--- config.mk ---
export PLATFORM = sky130hd
export DESIGN_NAME = chip_select_decoder
export DESIGN_NICKNAME = d
export VERILOG_FILES = /design/src/chip_select_pkg.sv /design/src/chip_select_decoder.sv
export VERILOG_INCLUDE_DIRS = /design/src
export SDC_FILE = /design/constraint.sdc
export NUM_CORES = 1
export LEC_CHECK = 0
export ABC_AREA = 1
export BUFFER_PORTS_ARGS = -buffer_cell sky130_fd_sc_hd__clkbuf_2
export CORE_ASPECT_RATIO = 0.7
export CORE_MARGIN = 10
export CORE_UTILIZATION = 55
export CTS_CLUSTER_DIAMETER = 120
export DETAILED_ROUTE_END_ITERATION = 10
export GPL_ROUTABILITY_DRIVEN = 0
export PLACE_DENSITY_LB_ADDON = 0.1
export SKIP_LAST_GASP = 1
export SLEW_MARGIN = 20
export SYNTH_ARGS = -nofsm -noshare
export SYNTH_HDL_FRONTEND = slang
export SYNTH_SLANG_ARGS = --single-unit
--- constraint.sdc ---
create_clock -name core_clk -period 3.9 [get_ports core_clk]
set_clock_uncertainty 0.15 [all_clocks]
set_input_delay 0 -clock core_clk [delete_from_list [all_inputs] [get_ports core_clk]]
set_output_delay 0 -clock core_clk [all_outputs]
set_load 0.05 [all_outputs]
--- src/chip_select_defs.svh ---
`ifndef CHIP_SELECT_DEFS_SVH
`define CHIP_SELECT_DEFS_SVH

// Register offsets; the four registers form one contiguous block.
`define STRETCH_REG_OFS 16'h105C
`define CONTROL_REG_OFS 16'h105D
`define BASE_REG_OFS 16'h105E
`define SIZE_TIMING_REG_OFS 16'h105F

// Reset values.
`define STRETCH_RST 8'h00
`define STRETCH_RST_EXP 8'h01
`define CONTROL_RST 8'h00
`define CONTROL_RST_EXP 8'h04
`define BASE_RST 8'h00
`define SIZE_TIMING_RST 8'h07

// Field positions in the stretch register.
`define IO_ONE_STRETCH_POS 6
`define IO_TWO_STRETCH_POS 4
`define GENERAL_STRETCH_POS 2
`define PROGRAM_STRETCH_POS 0

// Field positions in the control register.
`define IO_ONE_ENABLE_POS 7
`define IO_ONE_POLARITY_POS 6
`define IO_TWO_ENABLE_POS 5
`define IO_TWO_POLARITY_POS 4
`define PRIORITY_POS 3
`define PROGRAM_ENABLE_POS 2
`define PROGRAM_SIZE_POS 0

// Field positions in the size and timing register.
`define IO_ONE_TIMING_POS 7
`define IO_TWO_TIMING_POS 6
`define GENERAL_POLARITY_POS 4
`define GENERAL_TIMING_POS 3
`define GENERAL_SIZE_POS 0

// Writable bits of the base and size registers.
`define BASE_MASK 8'hFC
`define SIZE_TIMING_MASK 8'hDF

// I/O windows inside the register page.
`define IO_ONE_LOW 12'h060
`define IO_TWO_LOW 12'h800

`endif

--- src/chip_select_pkg.sv ---
package chip_select_pkg;

   typedef enum logic [2:0] {
      GSIZE_64K, GSIZE_32K, GSIZE_16K, GSIZE_8K,
      GSIZE_4K, GSIZE_2K, GSIZE_1K, GSIZE_OFF
   } general_size_t;

   typedef enum logic [1:0] {
      PSIZE_64K, PSIZE_32K, PSIZE_16K, PSIZE_8K
   } program_size_t;

   typedef enum {
      BUS_IDLE, BUS_ACCESS, BUS_STRETCH
   } bus_state_t;

endpackage

--- src/chip_select_decoder.sv ---
`timescale 1ns/1ps
`include "chip_select_defs.svh"

module chip_select_decoder #(
   parameter int ADDR_WIDTH = 16
) (
   input wire logic core_clk,
   input wire logic arst_n,
   input wire logic expanded_mode,
   input wire logic [3:0] register_page,
   input wire logic [ADDR_WIDTH-1:0] cpu_addr,
   input wire logic cpu_access,
   input wire logic bus_clock_high,
   input wire logic [15:0] reg_addr,
   input wire logic [7:0] reg_wdata,
   input wire logic reg_write,
   input wire logic reg_read,
   output logic [7:0] reg_rdata,
   output logic io_select_one,
   output logic io_select_two,
   output logic program_select,
   output logic general_select,
   output logic io_one_pin_owned,
   output logic io_two_pin_owned,
   output logic program_pin_owned,
   output logic general_pin_owned,
   output logic bus_stretch,
   output logic [1:0] stretch_count
);

   // Configuration registers.
   logic [7:0] select_stretch_register;
   logic [7:0] select_control_register;
   logic [7:0] general_select_base_address;
   logic [7:0] general_select_size_timing;
   logic mode_captured;

   // Shadow copies used by the decoders; they change only between bus cycles.
   logic [7:0] active_stretch;
   logic [7:0] active_control;
   logic [7:0] active_base;
   logic [7:0] active_size;

   chip_select_pkg::bus_state_t state;
   chip_select_pkg::bus_state_t next_state;
   logic [1:0] stretch_left;
   logic [1:0] next_stretch_left;

   // Turns a general size code into the mask of compared base bits 15..10.
   function automatic logic [5:0] general_mask(input logic [2:0] code);
      logic [5:0] mask;
      mask = 6'h00;
      unique case (chip_select_pkg::general_size_t'(code))
         chip_select_pkg::GSIZE_64K: mask = 6'h00;
         chip_select_pkg::GSIZE_32K: mask = 6'h20;
         chip_select_pkg::GSIZE_16K: mask = 6'h30;
         chip_select_pkg::GSIZE_8K: mask = 6'h38;
         chip_select_pkg::GSIZE_4K: mask = 6'h3C;
         chip_select_pkg::GSIZE_2K: mask = 6'h3E;
         chip_select_pkg::GSIZE_1K: mask = 6'h3F;
         chip_select_pkg::GSIZE_OFF: mask = 6'h00;
      endcase
      return mask;
   endfunction

   // Turns a program size code into the mask of address bits 15..13 that must be set.
   function automatic logic [2:0] program_mask(input logic [1:0] code);
      logic [2:0] mask;
      mask = 3'h0;
      unique case (chip_select_pkg::program_size_t'(code))
         chip_select_pkg::PSIZE_64K: mask = 3'h0;
         chip_select_pkg::PSIZE_32K: mask = 3'h4;
         chip_select_pkg::PSIZE_16K: mask = 3'h6;
         chip_select_pkg::PSIZE_8K: mask = 3'h7;
      endcase
      return mask;
   endfunction

   // Drives a select at its active level when hit inside its timing window, otherwise at the inactive one.
   function automatic logic drive_level(input logic active, input logic polarity);
      return active ~^ polarity;
   endfunction

   // Passes a stretch field on only for a select that the access hits.
   function automatic logic [1:0] stretch_pick(input logic hit, input logic [1:0] field);
      return hit ? field : 2'h0;
   endfunction

   // Larger of two requests, so overlapping selects wait for the slowest device.
   function automatic logic [1:0] stretch_max(input logic [1:0] a, input logic [1:0] b);
      return (a > b) ? a : b;
   endfunction

   // Register decode.
   wire hit_stretch = reg_addr == `STRETCH_REG_OFS;
   wire hit_control = reg_addr == `CONTROL_REG_OFS;
   wire hit_base = reg_addr == `BASE_REG_OFS;
   wire hit_size = reg_addr == `SIZE_TIMING_REG_OFS;
   wire [7:0] read_mux = hit_stretch ? select_stretch_register :
                         hit_control ? select_control_register :
                         hit_base ? general_select_base_address :
                         hit_size ? general_select_size_timing : 8'h00;

   // Field extraction from the shadow copies.
   wire io_one_enable_bit = active_control[`IO_ONE_ENABLE_POS];
   wire io_two_enable_bit = active_control[`IO_TWO_ENABLE_POS];
   wire io_one_polarity_bit = active_control[`IO_ONE_POLARITY_POS];
   wire io_two_polarity_bit = active_control[`IO_TWO_POLARITY_POS];
   wire select_priority_bit = active_control[`PRIORITY_POS];
   wire program_enable_bit = active_control[`PROGRAM_ENABLE_POS];
   wire [1:0] program_size_field = active_control[`PROGRAM_SIZE_POS +: 2];
   wire io_one_timing_bit = active_size[`IO_ONE_TIMING_POS];
   wire io_two_timing_bit = active_size[`IO_TWO_TIMING_POS];
   wire general_polarity_bit = active_size[`GENERAL_POLARITY_POS];
   wire general_timing_bit = active_size[`GENERAL_TIMING_POS];
   wire [2:0] general_size_field = active_size[`GENERAL_SIZE_POS +: 3];
   wire [5:0] general_base_bits = active_base[7:2];
   wire [1:0] io_one_stretch_field = active_stretch[`IO_ONE_STRETCH_POS +: 2];
   wire [1:0] io_two_stretch_field = active_stretch[`IO_TWO_STRETCH_POS +: 2];
   wire [1:0] general_stretch_field = active_stretch[`GENERAL_STRETCH_POS +: 2];
   wire [1:0] program_stretch_field = active_stretch[`PROGRAM_STRETCH_POS +: 2];

   // Address decode.
   wire [15:0] addr16 = cpu_addr[15:0];
   wire in_page = addr16[15:12] == register_page;
   wire io_one_range = in_page && addr16[11:0] >= `IO_ONE_LOW && addr16[11:0] < `IO_TWO_LOW;
   wire io_two_range = in_page && addr16[11:0] >= `IO_TWO_LOW;
   wire [5:0] gmask = general_mask(general_size_field);
   wire general_on = general_size_field !=
      3'(chip_select_pkg::GSIZE_OFF);
   wire general_range = general_on &&
      ((addr16[15:10] & gmask) == (general_base_bits & gmask));
   wire [2:0] pmask = program_mask(program_size_field);
   wire program_range = (addr16[15:13] & pmask) == pmask;

   wire io_one_hit = cpu_access && io_one_enable_bit && io_one_range;
   wire io_two_hit = cpu_access && io_two_enable_bit && io_two_range;
   wire general_raw = cpu_access && general_range;
   wire program_raw = cpu_access && program_enable_bit && program_range;
   wire general_hit = general_raw && (select_priority_bit || !program_raw);
   wire program_hit = program_raw && !(select_priority_bit && general_raw);

   // Timing windows: address valid spans the access, clock-high only its high phase.
   wire io_one_window = io_one_timing_bit || bus_clock_high;
   wire io_two_window = io_two_timing_bit || bus_clock_high;
   wire general_window = general_timing_bit || bus_clock_high;

   wire io_one_active = io_one_hit && io_one_window;
   wire io_two_active = io_two_hit && io_two_window;
   wire general_active = general_hit && general_window;
   wire program_active = program_hit;

   // Stretch requested by whichever select the access hits; overlaps take the longest.
   wire [1:0] s1 = stretch_pick(io_one_hit, io_one_stretch_field);
   wire [1:0] s2 = stretch_pick(io_two_hit, io_two_stretch_field);
   wire [1:0] s3 = stretch_pick(general_hit, general_stretch_field);
   wire [1:0] s4 = stretch_pick(program_hit, program_stretch_field);
   wire [1:0] m12 = stretch_max(s1, s2);
   wire [1:0] m34 = stretch_max(s3, s4);
   wire [1:0] hit_stretch_cnt = stretch_max(m12, m34);

   // Bus-cycle sequencer, so configuration only moves between accesses.
   always_comb begin
      next_state = state;
      next_stretch_left = stretch_left;
      unique case (state)
         chip_select_pkg::BUS_IDLE: begin
            if (cpu_access) begin
               next_state = chip_select_pkg::BUS_ACCESS;
               next_stretch_left = hit_stretch_cnt;
            end
         end
         chip_select_pkg::BUS_ACCESS: begin
            if (!cpu_access) begin
               next_state = (stretch_left != 2'h0) ?
                  chip_select_pkg::BUS_STRETCH : chip_select_pkg::BUS_IDLE;
            end
         end
         chip_select_pkg::BUS_STRETCH: begin
            if (!bus_clock_high && stretch_left != 2'h0) begin
               next_stretch_left = stretch_left - 2'h1;
            end
            if (stretch_left == 2'h0) begin
               next_state = chip_select_pkg::BUS_IDLE;
            end
         end
      endcase
   end

   wire between_cycles = state == chip_select_pkg::BUS_IDLE && !cpu_access;

   // The mode strap is caught once, on the first clock after reset.
   always_ff @(posedge core_clk or negedge arst_n) begin
      if (!arst_n) begin
         mode_captured <= 1'b0;
      end else begin
         mode_captured <= 1'b1;
      end
   end

   // A write on the capture clock is lost, so software waits one clock after reset.
   always_ff @(posedge core_clk or negedge arst_n) begin
      if (!arst_n) begin
         select_stretch_register <= `STRETCH_RST;
      end else if (!mode_captured) begin
         select_stretch_register <= expanded_mode ? `STRETCH_RST_EXP : `STRETCH_RST;
      end else if (reg_write && hit_stretch) begin
         select_stretch_register <= reg_wdata;
      end
   end

   always_ff @(posedge core_clk or negedge arst_n) begin
      if (!arst_n) begin
         select_control_register <= `CONTROL_RST;
      end else if (!mode_captured) begin
         select_control_register <= expanded_mode ? `CONTROL_RST_EXP : `CONTROL_RST;
      end else if (reg_write && hit_control) begin
         select_control_register <= reg_wdata;
      end
   end

   always_ff @(posedge core_clk or negedge arst_n) begin
      if (!arst_n) begin
         general_select_base_address <= `BASE_RST;
      end else if (mode_captured && reg_write && hit_base) begin
         general_select_base_address <= reg_wdata & `BASE_MASK;
      end
   end

   always_ff @(posedge core_clk or negedge arst_n) begin
      if (!arst_n) begin
         general_select_size_timing <= `SIZE_TIMING_RST;
      end else if (mode_captured && reg_write && hit_size) begin
         general_select_size_timing <= reg_wdata & `SIZE_TIMING_MASK;
      end
   end

   // Shadows load only while no bus cycle runs, so a select never changes mid-cycle.
   always_ff @(posedge core_clk or negedge arst_n) begin
      if (!arst_n) begin
         active_stretch <= `STRETCH_RST;
      end else if (between_cycles) begin
         active_stretch <= select_stretch_register;
      end
   end

   always_ff @(posedge core_clk or negedge arst_n) begin
      if (!arst_n) begin
         active_control <= `CONTROL_RST;
      end else if (between_cycles) begin
         active_control <= select_control_register;
      end
   end

   always_ff @(posedge core_clk or negedge arst_n) begin
      if (!arst_n) begin
         active_base <= `BASE_RST;
      end else if (between_cycles) begin
         active_base <= general_select_base_address;
      end
   end

   always_ff @(posedge core_clk or negedge arst_n) begin
      if (!arst_n) begin
         active_size <= `SIZE_TIMING_RST;
      end else if (between_cycles) begin
         active_size <= general_select_size_timing;
      end
   end

   // Sequencer state and the stretch countdown.
   always_ff @(posedge core_clk or negedge arst_n) begin
      if (!arst_n) begin
         state <= chip_select_pkg::BUS_IDLE;
         stretch_left <= 2'h0;
      end else begin
         state <= next_state;
         stretch_left <= next_stretch_left;
      end
   end

   // Read data stand for one cycle after a read and are zero otherwise.
   always_ff @(posedge core_clk or negedge arst_n) begin
      if (!arst_n) begin
         reg_rdata <= 8'h00;
      end else begin
         reg_rdata <= reg_read ? read_mux : 8'h00;
      end
   end

   // Selects reset to 1, which is inactive because every polarity bit clears at reset.
   always_ff @(posedge core_clk or negedge arst_n) begin
      if (!arst_n) begin
         io_select_one <= 1'b1;
      end else begin
         io_select_one <= drive_level(io_one_active, io_one_polarity_bit);
      end
   end

   always_ff @(posedge core_clk or negedge arst_n) begin
      if (!arst_n) begin
         io_select_two <= 1'b1;
      end else begin
         io_select_two <= drive_level(io_two_active, io_two_polarity_bit);
      end
   end

   always_ff @(posedge core_clk or negedge arst_n) begin
      if (!arst_n) begin
         program_select <= 1'b1;
      end else begin
         program_select <= !program_active;
      end
   end

   always_ff @(posedge core_clk or negedge arst_n) begin
      if (!arst_n) begin
         general_select <= 1'b1;
      end else begin
         general_select <= drive_level(general_active, general_polarity_bit);
      end
   end

   // Pin ownership follows the enables that the decoders currently use.
   always_ff @(posedge core_clk or negedge arst_n) begin
      if (!arst_n) begin
         io_one_pin_owned <= 1'b0;
         io_two_pin_owned <= 1'b0;
         program_pin_owned <= 1'b0;
         general_pin_owned <= 1'b0;
      end else begin
         io_one_pin_owned <= io_one_enable_bit;
         io_two_pin_owned <= io_two_enable_bit;
         program_pin_owned <= program_enable_bit;
         general_pin_owned <= general_on;
      end
   end

   // Stretch outputs show the next state so that they line up with the selects.
   always_ff @(posedge core_clk or negedge arst_n) begin
      if (!arst_n) begin
         bus_stretch <= 1'b0;
         stretch_count <= 2'h0;
      end else begin
         bus_stretch <= next_state == chip_select_pkg::BUS_STRETCH;
         stretch_count <= next_stretch_left;
      end
   end

endmodule // chip_select_decoder

==> run_results.csv, run 1 <==
group,metric,value,unit
timing,period_share,94.1,%
floorplan,design.core.area,9800,um2
synth,synth_area_per_cell,7.86,um2
timing,fmax,273,MHz
clock_tree,clock-sinks,110,
critical_path,endpoint_kind,"flip-flop",
clock_tree,cts-root-buf,"clkbuf_16",
finish,final_cell_mix,"nand2_1, inv_1, dfrtp_1",
finish,multiInputGateArea,2200,um2
critical_path,crit_top_cell,"nand2_1",
run,cap_violations,0,
critical_path,worstPathArrival,3750,ps
timing,setup_viol,0,
detailed_routing,dr_total_vias,4725,
floorplan,start_util,57.0,%
critical_path,slowest_delay,560,ps
critical_path,slowest_stage,"dfstp_2",
power,p_switching,1.24,mW
grt,antenna_found_initial,0,
finish,areaGrowthSynthToFinish,15.0,%
synth,ys_types,37,
power,power.leakage,3.54,nW
timing,maxSlewViolCount,0,
finish,insertedDiodeCount,0,
placed_design,io_buffers,64,
clock_tree,cts_max_path_buffers,2,
placed_design,post_dp_cell_area,5960,um2
floorplan,rows,30,
finish,nFillCells,854,
detailed_routing,viasPerCell,5.16,
power,p_sw_share,35.2,%
finish,layout_commonest_cell,"nand2_1",
synth,synth-seq-cells,110,
critical_path,cp_top_family,"simple AND/OR/NAND/NOR gates",
synth,syn-num-nets,775,
detailed_routing,drc,0,
finish,ff_latch_area,2770,um2
power,pwr-share-seq,42.9,%
timing,hold_viol,0,
finish,nets,848,
grt,grt_pass1_vias,4618,
timing,tightestPinTransition,828,ps
timing,grt_setup_unrepaired,"no",
grt,grt_usage,18.9,%
grt,grt.overflow.total,0,
synth,synthAdderAreaFrac,3.14,%
finish,stdcell_area,6420,um2
critical_path,critPathMaxFanout,5,
placed_design,place_ws,296,ps
placed_design,hpwl,10.5,mm
critical_path,start_kind,"flip-flop",
timing,slew-limit-headroom,44.6,%
synth,synth_compound_area_share,8.11,%
synth,yosysWarnings,0,
clock_tree,post_cts_buffers,0,
detailed_routing,wirelength,13.8,mm
detailed_routing,avgRoutedWirePerCell,15.1,um
clock_tree,clk_latency,350,ps
power,irDropWorstVdd,0.296,mV
floorplan,die_h,104,um
synth,synthCells,710,
finish,drive_gt1_share,16.4,%
power,p_comb_share,29.2,%
synth,yosys.area_share.simple,27.5,%
detailed_routing,drt_iter0_drc,376,
power,p_int,2.28,mW
power,power_frac_clock,27.9,%
power,power_density,547,nW/um2
synth,synth_mux_area_share,0,%
synth,synth_xor_area_share,0.471,%
run_status,status,"finished clean",
clock_tree,cts_made_buffers,9,
critical_path,path_cells,"inv_1 > ha_1 > nand2_1 > inv_1 > nand3_1 > nand2_1 > nor2_1 > nand3_2 > inv_1 > nand2_1 > ha_1 > nor2_1 > o21a_1 > inv_1 > nand4_1 > nand2_1 > ha_1 > nand2_1 > o21a_1 > nand3_1 > nand2_1 > inv_1 > nand2_1 > a21oi_1",
timing,setup_ws,232,ps
clock_tree,clk_pin_slew,70,ps
timing,fin_tns_setup,0,ps
synth,netlist_area,5580,um2
floorplan,ios,70,
floorplan,die_w,140,um
detailed_routing,dr.pass1.iters,5,
timing,min_period,3670,ps
clock_tree,cts_tree,"done",
critical_path,worst-path-buf-inv,5,
synth,synth_top_family_by_area,"simple AND/OR/NAND/NOR gates",
critical_path,path_class,"flip-flop to flip-flop",
clock_tree,cts_htree_levels,3,
grt,grt_pass1_wl,22.7,mm
synth,yosysSeqAreaShare,49.5,%
critical_path,crit_required,3980,ps
floorplan,die_area,14600,um2
grt,grt_start_max_net_pins,85,
detailed_routing,postRouteAntennaNets,0,
hold_path,hold_path.class,"input port to flip-flop",
[what timing repair did]
item | 4_1_cts | 5_1_grt
endpoints found under the hold margin | 117 | 0
hold buffers | 13 | 0
endpoints found under the setup margin | 0 | 1
resized for setup | 0 | 1
[registers in the layout (all words and copies together) (netlist names), 2 cells and up]
| signal | cells |
|---|---|
| general_select_base_address | 6 |
| active_stretch | 8 |
| active_control | 8 |
| select_stretch_register | 8 |
| active_size | 7 |
| state | 32 |
| stretch_count | 2 |
| select_control_register | 8 |
| active_base | 6 |
| reg_rdata | 8 |
| general_select_size_timing | 7 |
[worst paths after layout]
check / startpoint / end / slack, ps / cells past startpoint
max: active_size[0] / stretch_count[0] / 230 / 24
min: cpu_access / state[0] / 9 / 5
max reg2reg: active_size[0] / stretch_count[0] / 230 / 24
min reg2reg: active_control[2] / program_pin_owned / 250 / 0
max in group asynchronous: arst_n / active_size[2] / 2580 / 3
min in group asynchronous: arst_n / state[10] / 110 / 2
[cell usage after synthesis]
library cell / n / area (um2)
a21oi_1: 9 / 45.0
and2_1: 2 / 12.5
buf_1: 1 / 3.75
buf_2: 4 / 20.0
buf_4: 2 / 15.0
buf_6: 6 / 67.6
clkbuf_1: 4 / 15.0
clkbuf_2: 1 / 5.00
clkinv_2: 1 / 5.00
conb_1: 1 / 3.75
dfrtp_1: 100 / 2500
dfstp_2: 10 / 263
ha_1: 14 / 175
inv_1: 125 / 469
inv_2: 6 / 22.5
nand2_1: 198 / 743
nand2_2: 2 / 12.5
nand3_1: 34 / 170
nand3_2: 1 / 10.0
nand3_4: 1 / 17.5
nand3b_1: 2 / 15.0
nand4_1: 21 / 131
nand4_2: 1 / 12.5
nor2_1: 68 / 255
nor2_2: 5 / 31.3
nor2_4: 2 / 22.5
nor3_1: 6 / 30.0
nor3_2: 1 / 10.0
nor4_1: 4 / 25.0
nor4_2: 1 / 12.5
o21a_1: 2 / 15.0
o21ai_0: 40 / 200
o21ai_1: 14 / 70.1
o21ai_2: 14 / 123
or2_1: 1 / 6.26
or2_2: 3 / 18.8
xor2_1: 3 / 26.3
[worst register-to-register path: stages (launching register included)]
cell and delay, ps:
dfstp_2 560, inv_1 70, ha_1 300, nand2_1 70, inv_1 30, nand3_1 60, nand2_1 60, nor2_1 240
nand3_2 180, inv_1 140, nand2_1 80, ha_1 320, nor2_1 100, o21a_1 150, inv_1 70, nand4_1 140
nand2_1 80, ha_1 270, nand2_1 60, o21a_1 140, nand3_1 80, nand2_1 60, inv_1 40, nand2_1 60
a21oi_1 60
[power by group through the flow]
stage                     clock network, mW  logic [mW]  registers, mW
after floorplan                           0       0.597           1.67
after global placement                    0       0.968           1.52
after detailed placement                  0        1.00           1.53
after CTS                             0.995        1.02           1.51
after global routing                   1.04        1.16           1.53
final                                 0.979        1.03           1.51
[stage by stage]
| step | power, mW | instances | utilization, % | hold WS, ps |
|---|---|---|---|---|
| 2_1_floorplan | 2.27 | 710 | - | -446 |
| 3_3_place_gp | 2.49 | 887 | 60.9 | 78.6 |
| 3_5_place_dp | 2.53 | 887 | 60.9 | 90.8 |
| 4_1_cts | 3.52 | 916 | 65.4 | 1.05 |
| 5_1_grt | 3.73 | 916 | 65.5 | 49.6 |
| 6_report | 3.51 | 916 | 65.5 | 9.40 |
[logic make-up (layout without fill, tap and decap cells)]
kind of cell	Yosys count	after routing
DFF	110	110
xor gates and xnor gates	3	3
AOI/OAI and AO/OA	79	79
other	1	1
buffers and inverters	150	228
adders and majority gates	14	14
and+or+nand+nor	353	353
[area by class of cell]
type / instances / share of cell area (%)
Multi-Input combinational cell: 450 / 34.3
Tap cell: 128 / 2.49
Clock inverter: 3 / 1.07
Sequential cell: 110 / 43.1
Inverter: 132 / 7.74
Clock buffer: 13 / 3.90
Timing Repair Buffer: 80 / 7.46
[metal layers]
metal  global-route usage [%]  vias to the layer above  routed length, um
met5                        0                        -                  0
met4                     3.90                        0                138
met3                     5.70                       14               1020
met2                     26.9                      165               6000
met1                     27.4                     2216               6660
li1                         -                     2330                  -
Power figures use the tool's default switching activity.
==> run 2, diff against run 1 <==
CORE_MARGIN = 4   (was 10)
==> run 2 against run 1 <==
Setup slack gained 63 ps; critical path type unchanged; highest routed layer unchanged; sequential power hardly changed; critical endpoint unchanged; critical path depth unchanged; register-to-register slack improved by 60 ps.
==> run_results.csv, run 2 (synthesized netlist as in run 1, its figures left out) <==
group,metric,value,unit
floorplan,design.core.area,9800,um2
timing,min_period,3610,ps
detailed_routing,drt_iter0_drc,390,
detailed_routing,viasPerCell,5.13,
finish,final_core_util,65.3,%
finish,areaGrowthSynthToFinish,14.6,%
critical_path,slowest_stage,"dfstp_2",
power,p_comb_share,29.7,%
critical_path,critPathMaxFanout,5,
timing,fin_tns_setup,0,ps
critical_path,rr_startpoint,"active_size[0]",
power,power.leakage,3.54,nW
detailed_routing,wirelength,13.7,mm
detailed_routing,avgRoutedWirePerCell,14.9,um
critical_path,crit_top_cell,"nand2_1",
timing,whs,32.0,ps
grt,antenna_found_initial,0,
finish,largest-register,"state",
grt,grt_usage,24.1,%
clock_tree,cts_tree,"done",
critical_path,worstPathArrival,3690,ps
critical_path,path_cells,"inv_1 > ha_1 > nand2_1 > inv_1 > nand3_1 > nand2_1 > nor2_1 > nand3_2 > inv_1 > nand2_1 > ha_1 > nor2_1 > o21a_1 > inv_1 > nand4_1 > nand2_1 > ha_1 > nand2_1 > o21a_1 > nand3_1 > nand2_1 > inv_1 > nand2_1 > a21oi_1",
finish,nets,850,
timing,grt_setup_unrepaired,"no",
hold_path,hold_path.class,"input port to flip-flop",
finish,largest_register_ffs,32,
power,p_switching,1.25,mW
critical_path,path_class,"flip-flop to flip-flop",
clock_tree,cts_made_buffers,9,
clock_tree,cts_max_path_buffers,2,
detailed_routing,postRouteAntennaNets,0,
detailed_routing,dr.pass1.iters,5,
detailed_routing,dr_total_vias,4706,
critical_path,slowest_delay,560,ps
critical_path,start_kind,"flip-flop",
run_status,status,"finished clean",
critical_path,cp_top_family,"simple AND/OR/NAND/NOR gates",
timing,period_share,92.4,%
hold_path,min_from,"reg_addr[0]",
critical_path,crit_required,3990,ps
placed_design,io_buffers,64,
power,p_int,2.19,mW
hold_path,min_to,"reg_rdata[7]",
timing,setup_viol,0,
floorplan,ios,70,
finish,final_cell_mix,"nand2_1, inv_1, dfrtp_1",
floorplan,die_area,11900,um2
critical_path,ff2ff_setup_slack,290,ps
grt,grt_start_max_net_pins,49,
finish,nFillCells,863,
clock_tree,cts_htree_levels,3,
timing,fmax,277,MHz
placed_design,hpwl,10.4,mm
critical_path,r2r-end,"stretch_count[0]",
power,p_sw_share,36.2,%
run,cap_violations,0,
finish,drive_gt1_share,16.5,%
power,total_power,3.44,mW
floorplan,die_h,92.3,um
critical_path,ff2ff_path_depth,24,
power,irDropWorstVdd,0.347,mV
clock_tree,clk_pin_slew,70,ps
power,pwr-share-seq,44.0,%
detailed_routing,drc,0,
clock_tree,clk_latency,350,ps
power,power_frac_clock,26.3,%
clock_tree,post_cts_buffers,0,
hold_path,worstHoldPathCells,5,
critical_path,endpoint_kind,"flip-flop",
grt,grt_pass1_vias,4373,
timing,tightestPinTransition,867,ps
critical_path,worst-path-buf-inv,5,
finish,insertedDiodeCount,0,
timing,maxSlewViolCount,0,
grt,grt_pass1_wl,22.1,mm
floorplan,rows,30,
clock_tree,clock-sinks,110,
timing,hold_viol,0,
clock_tree,cts-root-buf,"clkbuf_16",
power,power_density,537,nW/um2
grt,grt.overflow.total,0,
finish,layout_commonest_cell,"nand2_1",
floorplan,start_util,57.0,%
timing,slew-limit-headroom,42.0,%
floorplan,die_w,128,um
## run 2: cell types whose count changed in the layout (fill, tap and decap cells not counted), sizes merged
cell / before / now
buf: 4 / 5
clkinv: 2 / 4
dlygate4sd3: 13 / 14
clkbuf: 76 / 75
bufinv: 2 / 1
## run 2: area by class of cell
cell class              instances  area, um2  share of cell area (%)
inverters                     132        497                    7.76
clock buffers                  12        236                    3.70
flip-flops and latches        110       2770                    43.2
clock inverters                 4       48.8                   0.762
well taps                     128        160                    2.50
multi-input cells             450       2200                    34.4
repair buffers                 82        493                    7.70
## run 2: metal layers
| layer | GRT usage (%) | part of all wire (%) | vias to the layer above |
|---|---|---|---|
| met2 | 33.3 | 42 | 127 |
| met5 | 0 | 0 | - |
| met1 | 37.0 | 50 | 2215 |
| met3 | 7.09 | 7.2 | 19 |
| li1 | - | - | 2345 |
| met4 | 6.36 | 1.3 | 0 |
## run 2: worst register-to-register path: cells and delay by family (launching register included)
kind | cells | cell delay, ps
simple gates | 13 | 1220
compound gates | 3 | 350
flops | 1 | 560
fa+ha+maj | 3 | 890
buf+inv | 5 | 330
## run 2: power by group through the flow
stage / logic (mW) / registers, mW / clock network, mW
after global routing: 1.14 / 1.54 / 0.966
after global placement: 0.966 / 1.52 / 0
after floorplan: 0.597 / 1.67 / 0
final: 1.02 / 1.51 / 0.904
after detailed placement: 0.992 / 1.53 / 0
after CTS: 1.02 / 1.51 / 0.918
## run 2: timing repair
action / 4_1_cts / 5_1_grt
setup endpoints to repair: 0 / 1
hold buffers: 14 / 0
hold endpoints to repair: 89 / 0
gates resized for setup: 0 / 1
## run 2: worst max path at each step
stage                               from                to  depth (start not counted)
after floorplan           active_size[0]  stretch_count[0]                         24
after global placement    active_size[0]  stretch_count[0]                         24
after detailed placement  active_size[0]  stretch_count[0]                         24
after CTS                 active_size[0]  stretch_count[0]                         24
after global routing      active_size[0]  stretch_count[0]                         24
final                     active_size[0]  stretch_count[0]                         24
## run 2: metrics by stage
step           setup slack [ps]  cell area [um2]  cells
3_5_place_dp                323             5970    888
5_1_grt                    8.05             6400    918
2_1_floorplan               797             5580    710
6_report                    295             6400    918
4_1_cts                     254             6390    918
3_3_place_gp                548             5970    888
